File: config.mk
export PLATFORM = sky130hd
export DESIGN_NAME = ipsc_top
export DESIGN_NICKNAME = d
export VERILOG_FILES = /design/src/design/ipsc_pkg.sv /design/src/design/ipsc_top.sv /design/src/design/ipsc_countdown.sv
export SDC_FILE = /design/constraint.sdc
export NUM_CORES = 1
export LEC_CHECK = 0
export BUFFER_PORTS_ARGS = -buffer_cell sky130_fd_sc_hd__buf_2
export CAP_MARGIN = 40
export CORE_ASPECT_RATIO = 1.1
export CORE_UTILIZATION = 42
export CTS_CLUSTER_DIAMETER = 30
export CTS_CLUSTER_SIZE = 40
export DETAILED_ROUTE_END_ITERATION = 12
export GPL_ROUTABILITY_DRIVEN = 0
export HOLD_SLACK_MARGIN = 0.03
export PLACE_DENSITY = 0.63
export SLEW_MARGIN = 25
export SYNTH_ARGS = -nofsm -noshare
export SYNTH_HDL_FRONTEND = slang
export SYNTH_SLANG_ARGS = --single-unit
File: constraint.sdc
create_clock -name ref_clk -period 2.9 [get_ports ref_clk]
set_clock_uncertainty 0.05 [all_clocks]
set_input_delay 0.87 -clock ref_clk [delete_from_list [all_inputs] [get_ports ref_clk]]
set_output_delay 0.87 -clock ref_clk [all_outputs]
set_load 0.02 [all_outputs]
File: src/design/ipsc_pkg.sv
package ipsc_pkg;

    // ========================================================================
    // clock and time base
    // ========================================================================
    localparam int CLK_HZ = 200000000;
    localparam int TICK_MS = 1;
    // cycles per millisecond tick
    localparam int TICK_CYCLES = CLK_HZ / 1000 * TICK_MS;
    localparam logic [17:0] TICK_LAST = 18'(TICK_CYCLES - 1);

    // ========================================================================
    // timing in milliseconds
    // ========================================================================
    localparam int IDLE_TIMEOUT_S = 15;
    localparam int IDLE_TIMEOUT_MS = IDLE_TIMEOUT_S * 1000;
    localparam int CYCLE_TIMEOUT_S = 2;
    localparam int CYCLE_TIMEOUT_MS = CYCLE_TIMEOUT_S * 1000;
    localparam int OFF_FIRST_MS = 500;
    localparam int OFF_STEP_MS = 250;
    localparam int OFF_MAX_MS = 4000;
    localparam int SLEEP_DEFAULT_MS = 60000;

    // ========================================================================
    // axi4-lite register map (byte addresses)
    // ========================================================================
    localparam logic [7:0] REG_CTRL = 8'h00;
    localparam logic [7:0] REG_STATUS = 8'h04;
    localparam logic [7:0] REG_SLEEP_DELAY = 8'h08;
    localparam logic [7:0] REG_WAKE_TIME = 8'h0C;
    localparam logic [7:0] REG_RTC = 8'h10;
    localparam logic [7:0] REG_SPEED = 8'h14;

    // ctrl fields
    localparam int CTRL_RELOAD = 0;
    localparam int CTRL_ALLOW = 1;
    localparam int CTRL_BLOCK = 2;
    localparam int CTRL_SAVER = 3;
    localparam int CTRL_CYCLING = 4;
    localparam int CTRL_WAKE_EN = 5;

    localparam logic [31:0] SLEEP_DELAY_RST = 32'(SLEEP_DEFAULT_MS);
    localparam logic [1:0] RESP_OKAY = 2'h0;
    localparam logic [1:0] RESP_SLVERR = 2'h2;

    // processor speed codes in mhz
    localparam logic [7:0] SPEED_FULL = 8'h21;
    localparam logic [7:0] SPEED_SAVER = 8'h10;
    localparam logic [7:0] SPEED_IDLE = 8'h01;
    localparam logic [7:0] SPEED_OFF = 8'h00;
    localparam logic [6:0] IDLE_WAITS = 7'h40;
    localparam int NUM_ACT = 6;

    typedef enum logic [2:0] {
        IPSC_NORMAL,
        IPSC_SAVER,
        IPSC_IDLE,
        IPSC_SLEEP,
        IPSC_SHUTDOWN
    } ipsc_state_t;

    typedef struct packed {
        logic cpu_power;
        logic clocks_on;
        logic mem_power;
        logic io_power;
        logic slow_clock;
        logic [6:0] wait_states;
    } ipsc_power_t;

endpackage

File: src/design/ipsc_top.sv
`timescale 1ns/1ps

// Overview of operation
// - one of five consumption states always
// - normal: full clock, no saving
// - saver: processor clock lowered to slow rate
// - idle: 64 wait states per memory access, none when cycling
// - cycling: power off after two idle seconds
// - restore power after short off interval
// - activity at restore ends cycling, normal
// - no activity: longer off interval, capped
// - interrupt restores power immediately
// - countdown loaded with fifteen seconds
// - countdown zero enters idle
// - activity reloads countdown, leaves idle
// - countdown period fixed, not settable
// - host reloads, allows, blocks idle entry
// - host reads current processor speed
// - further inactivity enters sleep, powers down
// - enabled wakeup timer match leaves sleep
// - low battery forces full shutdown
module ipsc_top (
    input wire logic ref_clk,
    input wire logic rstn,
    input wire logic [31:0] s_axi_awaddr,
    input wire logic s_axi_awvalid,
    output logic s_axi_awready,
    input wire logic [31:0] s_axi_wdata,
    input wire logic [3:0] s_axi_wstrb,
    input wire logic s_axi_wvalid,
    output logic s_axi_wready,
    output logic [1:0] s_axi_bresp,
    output logic s_axi_bvalid,
    input wire logic s_axi_bready,
    input wire logic [31:0] s_axi_araddr,
    input wire logic s_axi_arvalid,
    output logic s_axi_arready,
    output logic [31:0] s_axi_rdata,
    output logic [1:0] s_axi_rresp,
    output logic s_axi_rvalid,
    input wire logic s_axi_rready,
    input wire logic file_read_call,
    input wire logic file_write_call,
    input wire logic event_post_call,
    input wire logic event_poll_call,
    input wire logic sound_access,
    input wire logic desktop_bus_done,
    input wire logic cursor_change_call,
    input wire logic busy_cursor_shown,
    input wire logic cpu_interrupt,
    input wire logic battery_low,
    output ipsc_pkg::ipsc_power_t power_ctl,
    output logic [2:0] power_state
);
    // ========================================================================
    // input synchronisers
    // ========================================================================
    localparam int NSYNC = 10;
    logic [NSYNC-1:0] raw_in;
    logic [NSYNC-1:0] sync_a;
    logic [NSYNC-1:0] sync_b;
    logic [NSYNC-1:0] sync_q;

    assign raw_in = {battery_low, cpu_interrupt, busy_cursor_shown,
                     cursor_change_call, desktop_bus_done, sound_access,
                     event_poll_call, event_post_call, file_write_call,
                     file_read_call};

    genvar gi;
    generate
        for (gi = 0; gi < NSYNC; gi++) begin : g_sync
            always_ff @(posedge ref_clk or negedge rstn) begin
                if (!rstn) begin
                    sync_a[gi] <= 1'b0;
                    sync_b[gi] <= 1'b0;
                    sync_q[gi] <= 1'b0;
                end else begin
                    sync_a[gi] <= raw_in[gi];
                    sync_b[gi] <= sync_a[gi];
                    sync_q[gi] <= sync_b[gi];
                end
            end
        end
    endgenerate

    logic activity;
    logic irq;
    logic batt_low;
    logic [7:0] edge_act;
    assign edge_act = sync_b[7:0] & ~sync_q[7:0];
    // busy cursor counts as activity while it stays shown
    assign activity = (|edge_act[6:0]) | sync_b[7];
    assign irq = sync_b[8];
    assign batt_low = sync_b[9];

    // ========================================================================
    // millisecond tick divider
    // ========================================================================
    logic [17:0] div_cnt;
    logic tick;
    always_ff @(posedge ref_clk or negedge rstn) begin
        if (!rstn) begin
            div_cnt <= 18'h0;
            tick <= 1'b0;
        end else if (div_cnt == ipsc_pkg::TICK_LAST) begin
            div_cnt <= 18'h0;
            tick <= 1'b1;
        end else begin
            div_cnt <= div_cnt + 18'h1;
            tick <= 1'b0;
        end
    end

    // ========================================================================
    // registers
    // ========================================================================
    logic allow_idle_entry;
    logic saver_sel;
    logic cycling_en;
    logic wake_en;
    logic [31:0] sleep_delay;
    logic [31:0] wake_time;
    logic [31:0] rtc_ms;
    logic reload_inactivity_timer;
    logic aw_held;
    logic w_held;
    logic [7:0] aw_addr;
    logic [31:0] w_data;
    logic [3:0] w_strb;
    logic do_write;
    ipsc_pkg::ipsc_state_t state;
    logic cpu_off;
    logic [7:0] read_processor_speed;

    assign do_write = aw_held && w_held && !s_axi_bvalid;

    // readies are registered: dropped on capture, raised again once
    // the response is taken, so a second word is never taken early
    always_ff @(posedge ref_clk or negedge rstn) begin
        if (!rstn) begin
            s_axi_awready <= 1'b0;
        end else if (s_axi_awvalid && s_axi_awready) begin
            s_axi_awready <= 1'b0;
        end else if (!aw_held && (!s_axi_bvalid || s_axi_bready)) begin
            s_axi_awready <= 1'b1;
        end
    end

    always_ff @(posedge ref_clk or negedge rstn) begin
        if (!rstn) begin
            s_axi_wready <= 1'b0;
        end else if (s_axi_wvalid && s_axi_wready) begin
            s_axi_wready <= 1'b0;
        end else if (!w_held && (!s_axi_bvalid || s_axi_bready)) begin
            s_axi_wready <= 1'b1;
        end
    end

    always_ff @(posedge ref_clk or negedge rstn) begin
        if (!rstn) begin
            aw_held <= 1'b0;
            aw_addr <= 8'h0;
        end else if (s_axi_awvalid && s_axi_awready) begin
            aw_held <= 1'b1;
            aw_addr <= s_axi_awaddr[7:0];
        end else if (do_write) begin
            aw_held <= 1'b0;
        end
    end

    always_ff @(posedge ref_clk or negedge rstn) begin
        if (!rstn) begin
            w_held <= 1'b0;
            w_data <= 32'h0;
            w_strb <= 4'h0;
        end else if (s_axi_wvalid && s_axi_wready) begin
            w_held <= 1'b1;
            w_data <= s_axi_wdata;
            // strobes kept with the data: the master may move on
            w_strb <= s_axi_wstrb;
        end else if (do_write) begin
            w_held <= 1'b0;
        end
    end

    always_ff @(posedge ref_clk or negedge rstn) begin
        if (!rstn) begin
            s_axi_bvalid <= 1'b0;
            s_axi_bresp <= ipsc_pkg::RESP_OKAY;
        end else if (do_write) begin
            s_axi_bvalid <= 1'b1;
            if (aw_addr == ipsc_pkg::REG_CTRL ||
                aw_addr == ipsc_pkg::REG_SLEEP_DELAY ||
                aw_addr == ipsc_pkg::REG_WAKE_TIME) begin
                s_axi_bresp <= ipsc_pkg::RESP_OKAY;
            end else begin
                s_axi_bresp <= ipsc_pkg::RESP_SLVERR;
            end
        end else if (s_axi_bready) begin
            s_axi_bvalid <= 1'b0;
        end
    end

    // host commands through the control word
    always_ff @(posedge ref_clk or negedge rstn) begin
        if (!rstn) begin
            allow_idle_entry <= 1'b1;
            saver_sel <= 1'b0;
            cycling_en <= 1'b0;
            wake_en <= 1'b0;
            reload_inactivity_timer <= 1'b0;
            sleep_delay <= ipsc_pkg::SLEEP_DELAY_RST;
            wake_time <= 32'h0;
        end else begin
            reload_inactivity_timer <= 1'b0;
            if (do_write && aw_addr == ipsc_pkg::REG_CTRL &&
                w_strb[0]) begin
                reload_inactivity_timer <= w_data[ipsc_pkg::CTRL_RELOAD];
                if (w_data[ipsc_pkg::CTRL_BLOCK]) begin
                    allow_idle_entry <= 1'b0;
                end else if (w_data[ipsc_pkg::CTRL_ALLOW]) begin
                    allow_idle_entry <= 1'b1;
                end
                saver_sel <= w_data[ipsc_pkg::CTRL_SAVER];
                cycling_en <= w_data[ipsc_pkg::CTRL_CYCLING];
                wake_en <= w_data[ipsc_pkg::CTRL_WAKE_EN];
            end else if (do_write && aw_addr == ipsc_pkg::REG_SLEEP_DELAY &&
                         w_strb == 4'hF) begin
                sleep_delay <= w_data;
            end else if (do_write && aw_addr == ipsc_pkg::REG_WAKE_TIME &&
                         w_strb == 4'hF) begin
                wake_time <= w_data;
            end
        end
    end

    // free-running millisecond time of day for wake matching
    always_ff @(posedge ref_clk or negedge rstn) begin
        if (!rstn) begin
            rtc_ms <= 32'h0;
        end else if (tick) begin
            rtc_ms <= rtc_ms + 32'h1;
        end
    end

    // read channel
    always_ff @(posedge ref_clk or negedge rstn) begin
        if (!rstn) begin
            s_axi_arready <= 1'b0;
            s_axi_rvalid <= 1'b0;
            s_axi_rdata <= 32'h0;
            s_axi_rresp <= ipsc_pkg::RESP_OKAY;
        end else if (s_axi_rvalid) begin
            s_axi_arready <= 1'b0;
            if (s_axi_rready) begin
                s_axi_rvalid <= 1'b0;
            end
        end else if (s_axi_arvalid && !s_axi_arready) begin
            s_axi_arready <= 1'b1;
        end else if (s_axi_arvalid && s_axi_arready) begin
            s_axi_arready <= 1'b0;
            s_axi_rvalid <= 1'b1;
            s_axi_rresp <= ipsc_pkg::RESP_OKAY;
            if (s_axi_araddr[7:0] == ipsc_pkg::REG_CTRL) begin
                s_axi_rdata <= {26'h0, wake_en, cycling_en, saver_sel,
                                1'b0, allow_idle_entry, 1'b0};
            end else if (s_axi_araddr[7:0] == ipsc_pkg::REG_STATUS) begin
                s_axi_rdata <= {28'h0, cpu_off, 3'(state)};
            end else if (s_axi_araddr[7:0] == ipsc_pkg::REG_SLEEP_DELAY) begin
                s_axi_rdata <= sleep_delay;
            end else if (s_axi_araddr[7:0] == ipsc_pkg::REG_WAKE_TIME) begin
                s_axi_rdata <= wake_time;
            end else if (s_axi_araddr[7:0] == ipsc_pkg::REG_RTC) begin
                s_axi_rdata <= rtc_ms;
            end else if (s_axi_araddr[7:0] == ipsc_pkg::REG_SPEED) begin
                // speed shows idle as 1 mhz
                s_axi_rdata <= {24'h0, read_processor_speed};
            end else begin
                s_axi_rdata <= 32'h0;
                s_axi_rresp <= ipsc_pkg::RESP_SLVERR;
            end
        end
    end

    // ========================================================================
    // timers
    // ========================================================================
    logic [31:0] idle_cnt;
    logic idle_zero;
    logic idle_load;
    logic [31:0] idle_value;
    logic [31:0] sleep_cnt;
    logic sleep_zero;
    logic sleep_load;
    logic [31:0] off_cnt;
    logic off_zero;
    logic off_load;
    logic [31:0] off_len;
    logic [31:0] off_next;
    logic off_rearm;
    logic entering_idle;
    logic rst_done;

    // period is a constant, no register path
    // activity or host reload refills countdown
    assign idle_load = activity || reload_inactivity_timer;
    // cycling uses the shorter two-second window
    assign idle_value = cycling_en ? 32'(ipsc_pkg::CYCLE_TIMEOUT_MS)
                                   : 32'(ipsc_pkg::IDLE_TIMEOUT_MS);

    ipsc_countdown u_idle (
        .ref_clk(ref_clk),
        .rstn(rstn),
        .tick(tick),
        .load(idle_load || !rst_done),
        .load_value(idle_value),
        .run(state == ipsc_pkg::IPSC_NORMAL ||
             state == ipsc_pkg::IPSC_SAVER),
        .count(idle_cnt),
        .expired(idle_zero)
    );

    // reload the countdown once right after reset
    always_ff @(posedge ref_clk or negedge rstn) begin
        if (!rstn) begin
            rst_done <= 1'b0;
        end else begin
            rst_done <= 1'b1;
        end
    end

    assign entering_idle = rst_done && idle_zero && allow_idle_entry &&
        !idle_load && (state == ipsc_pkg::IPSC_NORMAL ||
                       state == ipsc_pkg::IPSC_SAVER);
    assign sleep_load = entering_idle;

    ipsc_countdown u_sleep (
        .ref_clk(ref_clk),
        .rstn(rstn),
        .tick(tick),
        .load(sleep_load),
        .load_value(sleep_delay),
        .run(state == ipsc_pkg::IPSC_IDLE),
        .count(sleep_cnt),
        .expired(sleep_zero)
    );

    // each re-arm after an empty check uses a longer interval until OFF_MAX_MS is reached
    assign off_next = (off_len < 32'(ipsc_pkg::OFF_MAX_MS)) ?
        off_len + 32'(ipsc_pkg::OFF_STEP_MS) : off_len;
    assign off_rearm = state == ipsc_pkg::IPSC_IDLE && !batt_low &&
        cycling_en && !cpu_off && !activity && !sleep_zero;
    assign off_load = entering_idle || off_rearm;

    ipsc_countdown u_off (
        .ref_clk(ref_clk),
        .rstn(rstn),
        .tick(tick),
        .load(off_load),
        .load_value(entering_idle ? 32'(ipsc_pkg::OFF_FIRST_MS)
                                  : off_next),
        .run(cpu_off),
        .count(off_cnt),
        .expired(off_zero)
    );

    // ========================================================================
    // power state machine
    // ========================================================================
    always_ff @(posedge ref_clk or negedge rstn) begin
        if (!rstn) begin
            state <= ipsc_pkg::IPSC_NORMAL;
            cpu_off <= 1'b0;
            off_len <= 32'(ipsc_pkg::OFF_FIRST_MS);
        end else if (batt_low) begin
            state <= ipsc_pkg::IPSC_SHUTDOWN;
            cpu_off <= 1'b1;
        end else begin
            case (state)
                ipsc_pkg::IPSC_NORMAL, ipsc_pkg::IPSC_SAVER: begin
                    state <= saver_sel ? ipsc_pkg::IPSC_SAVER
                                       : ipsc_pkg::IPSC_NORMAL;
                    if (entering_idle) begin
                        state <= ipsc_pkg::IPSC_IDLE;
                        cpu_off <= cycling_en;
                        off_len <= 32'(ipsc_pkg::OFF_FIRST_MS);
                    end
                end
                ipsc_pkg::IPSC_IDLE: begin
                    if (cycling_en && cpu_off) begin
                        if (irq) begin
                            cpu_off <= 1'b0;
                        end else if (off_zero) begin
                            cpu_off <= 1'b0;
                        end
                    end else if (activity) begin
                        state <= ipsc_pkg::IPSC_NORMAL;
                        cpu_off <= 1'b0;
                    end else if (sleep_zero) begin
                        state <= ipsc_pkg::IPSC_SLEEP;
                        cpu_off <= 1'b1;
                    end else if (cycling_en) begin
                        cpu_off <= 1'b1;
                        off_len <= off_next;
                    end
                end
                ipsc_pkg::IPSC_SLEEP: begin
                    if (wake_en && rtc_ms == wake_time) begin
                        state <= ipsc_pkg::IPSC_NORMAL;
                        cpu_off <= 1'b0;
                    end
                end
                default: begin
                    // shutdown is left only by reset
                    state <= ipsc_pkg::IPSC_SHUTDOWN;
                end
            endcase
        end
    end

    // ========================================================================
    // power controls
    // ========================================================================
    always_ff @(posedge ref_clk or negedge rstn) begin
        if (!rstn) begin
            power_ctl <= '{1'b1, 1'b1, 1'b1, 1'b1, 1'b0, 7'h0};
            power_state <= 3'h0;
            read_processor_speed <= ipsc_pkg::SPEED_FULL;
        end else begin
            power_state <= 3'(state);
            case (state)
                ipsc_pkg::IPSC_NORMAL: begin
                    power_ctl <= '{1'b1, 1'b1, 1'b1, 1'b1, 1'b0, 7'h0};
                    read_processor_speed <= ipsc_pkg::SPEED_FULL;
                end
                ipsc_pkg::IPSC_SAVER: begin
                    power_ctl <= '{1'b1, 1'b1, 1'b1, 1'b1, 1'b1, 7'h0};
                    read_processor_speed <= ipsc_pkg::SPEED_SAVER;
                end
                ipsc_pkg::IPSC_IDLE: begin
                    power_ctl <= '{!cpu_off, 1'b1, 1'b1, 1'b1, 1'b1,
                                   cycling_en ? 7'h0 : ipsc_pkg::IDLE_WAITS};
                    read_processor_speed <= cpu_off ? ipsc_pkg::SPEED_OFF
                                                    : ipsc_pkg::SPEED_IDLE;
                end
                default: begin
                    // sleep and shutdown: everything removed
                    power_ctl <= '{1'b0, 1'b0, 1'b0, 1'b0, 1'b1, 7'h0};
                    read_processor_speed <= ipsc_pkg::SPEED_OFF;
                end
            endcase
        end
    end
endmodule

File: src/design/ipsc_countdown.sv
`timescale 1ns/1ps

module ipsc_countdown (
    input wire logic ref_clk,
    input wire logic rstn,
    input wire logic tick,
    input wire logic load,
    input wire logic [31:0] load_value,
    input wire logic run,
    output logic [31:0] count,
    output logic expired
);
    // ========================================================================
    // millisecond countdown; load wins over counting
    // ========================================================================
    always_ff @(posedge ref_clk or negedge rstn) begin
        if (!rstn) begin
            count <= 32'h0;
        end else if (load) begin
            count <= load_value;
        end else if (run && tick && count != 32'h0) begin
            count <= count - 32'h1;
        end
    end

    assign expired = (count == 32'h0);
endmodule

After elaboration in Yosys (flattened, before gate mapping)
Cells that the tools add are included.
{"block": "totals", "register_bits": 390, "in_bits": 117, "out_inout_bits": 56, "elab_cells": 253}
{"block": "classes", "add_sub_neg": 6, "n_lt_le_gt_ge": 1, "n_eq_ne": 24, "mux": 71, "bitwise": 8, "n_reduce_logical": 78}
{"cell": "two-way mux 32 bit", "count": 18}
{"cell": "zero test 32 bit", "count": 3}
{"cell": "nonzero test 32 bit", "count": 3}
{"cell": "subtractor 32 x 1 -> 32 bit (second input constant)", "count": 3}
{"cell": "one-hot mux 32 bit (2 select lines)", "count": 1}
{"cell": "one-hot mux 12 bit (3 select lines)", "count": 1}
{"cell": "adder 32 x 1 -> 32 bit (second input constant)", "count": 1}
{"cell": "adder 32 x 8 -> 32 bit (second input constant)", "count": 1}
{"cell": "equality test 32 bit", "count": 1}
{"cell": "equality test 8 x 4 -> 1 bit (second input constant)", "count": 4}
{"cell": "< comparator 32 x 12 -> 1 bit (second input constant)", "count": 1}
{"cell": "logical AND 1 bit", "count": 31}
{"cell": "two-way mux 1 bit", "count": 31}
{"cell": "nonzero test 2 bit", "count": 10}
{"cell": "adder 18 x 1 -> 18 bit (second input constant)", "count": 1}
{"cell": "equality test 18 bit (second input constant)", "count": 1}
{"cell": "two-way mux 18 bit", "count": 1}
{"cell": "one-hot mux 6 bit (3 select lines)", "count": 1}
{"cell": "equality test 8 x 5 -> 1 bit (second input constant)", "count": 2}
{"cell": "zero test 8 bit", "count": 2}
{"cell": "two-way mux 2 bit", "count": 8}
{"cell": "two-way mux 3 bit", "count": 5}
{"cell": "two-way mux 14 bit", "count": 1}
{"cell": "zero test 1 bit", "count": 10}
{"cell": "other kinds (27)", "count": 47}

Longest topological paths before layout
{"block": "logic_depth", "ltp_word": 11, "depth_mapped": 12, "depth_no_buf": 9}

Modules after synthesis
Synthesis repeated with hierarchy kept, for this count alone.
{"block": "unflattened", "cells_unflattened": 1752, "hier_area_um2": 18587.8}
{"mod": "ipsc_top", "instances": 1, "cells_each": 1015, "area_per_inst_um2": 12208.0, "seq_area_each_um2": 6979.2}
{"mod": "ipsc_countdown (u_off ...)", "instances": 2, "cells_each": 248, "area_per_inst_um2": 2150.8, "seq_area_each_um2": 800.8}
{"mod": "ipsc_countdown (u_idle)", "instances": 1, "cells_each": 241, "area_per_inst_um2": 2078.2, "seq_area_each_um2": 800.8}

Worst setup path after synthesis
Ideal clock, no wire load.
{"block": "synth_path", "kind": "input -> register", "start": "input s_axi_araddr[7]", "end": "register s_axi_rdata[18]", "setup_time_ns": 0.083, "arrival_ns": 2.440, "required_time_ns": 2.767, "slack_ns": 0.327, "cell_stages": 9, "path_buffers": 2, "cell_sequence": "nor3_1 -> nand2_1 -> nor2_1 -> and2_1 -> clkbuf_1 -> clkbuf_1 -> o21ai_0 -> a22o_1 -> o21ai_0"}
{"block": "synth_via", "elab_chain_cells": 6, "word_cells_on_any_way": 10, "classes_between": "eq/ne: 4; mux: 5; reduce/logical: 1"}
{"element": "start: declaration", "line_no": "ipsc_top.sv:35", "source": "input wire logic [31:0] s_axi_araddr,"}
{"element": "equality test 8 x 5 -> 1 bit", "line_no": "ipsc_top.sv:273", "source": "end else if (s_axi_araddr[7:0] == ipsc_pkg::REG_RTC) begin"}
{"element": "two-way mux 32 bit", "line_no": "ipsc_top.sv:273"}
{"element": "two-way mux 32 bit", "line_no": "ipsc_top.sv:271", "source": "end else if (s_axi_araddr[7:0] == ipsc_pkg::REG_WAKE_TIME) begin"}
{"element": "two-way mux 32 bit", "line_no": "ipsc_top.sv:269", "source": "end else if (s_axi_araddr[7:0] == ipsc_pkg::REG_SLEEP_DELAY) begin"}
{"element": "two-way mux 32 bit", "line_no": "ipsc_top.sv:267", "source": "end else if (s_axi_araddr[7:0] == ipsc_pkg::REG_STATUS) begin"}
{"element": "two-way mux 32 bit (*)", "line_no": "ipsc_top.sv:264", "source": "if (s_axi_araddr[7:0] == ipsc_pkg::REG_CTRL) begin"}
{"element": "end signal: assignment", "line_no": "ipsc_top.sv:265", "source": "s_axi_rdata <= {26'h0, wake_en, cycling_en, saver_sel,"}
{"element": "end signal: assignment", "line_no": "ipsc_top.sv:268", "source": "s_axi_rdata <= {28'h0, cpu_off, 3'(state)};"}
{"element": "end signal: assignment", "line_no": "ipsc_top.sv:270", "source": "s_axi_rdata <= sleep_delay;"}
{"element": "end: declaration", "line_no": "ipsc_top.sv:38", "source": "output logic [31:0] s_axi_rdata,"}
Mark *: on every way between the ends. The rest lies on a longest branch, timed or not.
A chain may end at the register's enable or synchronous reset.

Worst setup path after layout
{"block": "layout_path", "start": "register u_sleep.count[23]", "end": "register u_off.count[17]"}
{"block": "layout_via", "elab_chain_cells": 5, "word_cells_on_any_way": 6, "classes_between": "mux: 1; reduce/logical: 5"}
{"element": "start: declaration", "line_no": "ipsc_countdown.sv:10", "source": "output logic [31:0] count,"}
{"element": "start signal: assignment", "line_no": "ipsc_countdown.sv:20", "source": "count <= load_value;"}
{"element": "start signal: assignment", "line_no": "ipsc_countdown.sv:22", "source": "count <= count - 32'h1;"}
{"element": "zero test 32 bit (*)", "line_no": "ipsc_countdown.sv:26", "source": "assign expired = (count == 32'h0);"}
{"element": "zero test 1 bit (*)", "line_no": "ipsc_top.sv:352", "source": "cycling_en && !cpu_off && !activity && !sleep_zero;"}
{"element": "logical AND 1 bit (*)", "line_no": "ipsc_top.sv:352"}
{"element": "logical OR 1 bit (*)", "line_no": "ipsc_top.sv:353", "source": "assign off_load = entering_idle || off_rearm;"}
{"element": "two-way mux 32 bit or nonzero test 2 bit (tied branches)"}
{"element": "end signal: assignment", "line_no": "ipsc_countdown.sv:20"}
{"element": "end signal: assignment", "line_no": "ipsc_countdown.sv:22"}
{"element": "end: declaration", "line_no": "ipsc_countdown.sv:10"}
Marked as above.

==> flow_summary.ini <==
[status]
run_status = completed

[cells_and_area]
antenna_cells = 0
design_area_um2 = 21500
postLayoutCoreUtil_pct = 53.2
drive_above_1_share_pct = 25.8
fillCellCount = 3568
nNetsFinal = 1936
area_delta_synth_final_pct = 24.3

[detailed_routing]
drt_iter0_drc = 713
drc_errors = 0
wl_um = 43400
via_per_inst = 5.39
vias = 12900
ant_nets = 0
routedWlPerCell_um = 18.2
dr.pass1.iters = 5

[power_and_ir_drop]
static-leakage-power_nw = 10.1
power_mw = 15.8
power.density_nw_per_um2 = 736
irDropWorstVdd_mv = 0.636

[logic_synthesis]
synth.ff_latch_count = 374
synthDistinctLibCells = 78
seq_area_frac_synth_pct = 54.1
synth_edf_count = 0
synth.most_common_cell = dfrtp_1
yosysTopAreaCellShare_pct = 51.4
syn_inst = 1618
synth.area.top_cells = dfrtp_1 (51%), mux2_2 (7.7%), xnor2_1 (5.0%)
yosysWarnings = 0
synthFlopType = dfrtp_1
async_flop_share_pct = 100
synth_common_cells = dfrtp_1 (356), nand2_1 (168), nor2_1 (129)
syn_area_um2 = 17300
synth_top_cell_by_area = dfrtp_1
postSynthAreaPerCell_um2 = 10.7

[timing]
finalHoldViolations = 0
rsz0062_at_grt = false
maxSlewViolCount = 0
fin_crit_ns = 2.77
fin_setup_tns_ns = 0
fin_crit_sh_pct = 95.5
slew-limit-headroom_pct = 50.7
tightest_slew_ns = 0.740
final-setup-viol-count = 0
whs_ns = 0.223
clock.fmax_mhz = 361

[setup_path]
cp-start-kind = register
r2r.worst_path.cells = 6
cp_slowest_cell = or4_1
end_kind = register
critical_path.max_fanout = 11
crit_chain = or4_1, nand2b_1, or4_1, and4_2, buf_4, a21o_1
crit_type = reg2reg
worstPathRequired_ns = 3.33
crit_path_frequent_cell = or4_1
worst_ep_arrival_time_ns = 3.20
cpPeakStageDelay_ns = 0.60

[placed_design]
dpl.hpwl_um = 29800
dpl-instance-area_um2 = 18800
io_buffers = 116

[clock_tree]
htree_levels = 3
cts_hold_buf = 0
root_buffer = clkbuf_16
clkSinkCount = 374
cts_tree = built
cts-buffers-inserted = 79
clkTransAtPathRegs_ns = 0.05
clk_path_buf_depth = 3
clk_latency_ns = 0.60

[global_route]
globalRoute.totalOverflow = 0
grt_pass1_vias = 13300
antenna_found_initial = 0
grt_pass1_wl_um = 71400
grt_usage_pct = 21.3
grt_max_degree = 77

[die]
die_area_um2 = 42100
boundaryPins = 173
start_util_pct = 42.8
rows = 77
die_x_um = 196
die_h_um = 215
core_area_um2 = 40500

[run]
maxCapViolCount = 0

[worst_hold_path]
hold_path.class = in2async
## through the flow
| stage | std cells | worst slack, ns |
|---|---|---|
| 2_1_floorplan | 1625 | 0.327 |
| 3_3_place_gp | 2241 | 0.0349 |
| 3_5_place_dp | 2241 | 0.0346 |
| 4_1_cts | 2388 | 0.0184 |
| 5_1_grt | 2390 | 0.00151 |
| 6_report | 2390 | 0.129 |
## cell type report
class                      count  area, um2  area share, %
inverter                      22       82.6          0.383
tap                          513        642           2.98
sequential                   374       9380           43.6
clock inverter                49        469           2.18
multi-input combinational   1153       7590           35.2
clock buffer                  98       2180           10.1
timing repair buffer         181       1190           5.54
## cell families after synthesis
kind of cell	after synthesis	share of synthesized area, %
AO/OA/AOI/OAI	246	8.67
XOR/XNOR	160	8.09
adder cells (fa/ha/maj)	8	0.578
buffers and inverters	98	2.52
flip-flops	374	54.1
multiplexers	135	8.65
other	2	0.0433
AND/OR/NAND/NOR	595	17.3
## placed cells by master (no fill, tap or decap), drive strengths merged, types with 9 or more instances in the layout
cell type and count:
a21oi 68, a22o 14, and2 28, and3 18, buf 181, clkbuf 98, clkinv 21, clkinvlp 10
conb 9, dfrtp 356, dfstp 18, inv 37, mux2 118, mux2i 17, nand2 169, nand3 43
nand4 22, nor2 129, nor2b 14, nor3 48, nor4 46, o21ai 91, or2 9, or3 17
or4 13, xnor2 99, xor2 61
## critical path, delay by kind of cell, from the launching register on
family | cells | cell delay [ns]
buffers and inverters | 1 | 0.21
DFF | 1 | 0.42
AOI/OAI and AO/OA | 1 | 0.19
and+or+nand+nor | 4 | 1.77
## registers in the layout, summed over array words and instances (netlist names), 3 cells and up
register,count
read_processor_speed,3
power_ctl,4
u_idle.count,32
div_cnt,18
state,3
s_axi_rdata,32
w_strb,4
u_sleep.count,32
sync_q,7
u_off.count,32
sync_b,8
sleep_delay,32
power_state,3
wake_time,32
w_data,32
sync_a,10
rtc_ms,32
off_len,31
aw_addr,8
## routing by layer
layer / part of all wire, % / GRT usage, %
met5: 0 / 0
met4: 2.0 / 6.67
met1: 45 / 28.5
met3: 4.6 / 4.57
met2: 48 / 34.7
## report_power, final
part           total, mW  internal (mW)  switching [mW]
clock               8.74           5.68            3.06
combinational       1.07          0.511           0.556
sequential          6.04           5.67           0.370
## repair_timing
action / in CTS / in global routing
resized for setup: 0 / 7
setup buffers: 0 / 1
endpoints found under the setup margin: 0 / 46
## final timing paths
path	slack (ns)	startpoint	to
max	0.13	u_sleep.count[23]	u_off.count[17]
min	0.22	rstn	u_idle.count[30]
max reg2reg	0.13	u_sleep.count[23]	u_off.count[17]
min reg2reg	0.29	sync_a[6]	sync_b[6]
max in group asynchronous	1.77	rstn	sleep_delay[15]
min in group ref_clk	0.29	sync_a[6]	sync_b[6]
(Power assumes the default switching activity.)
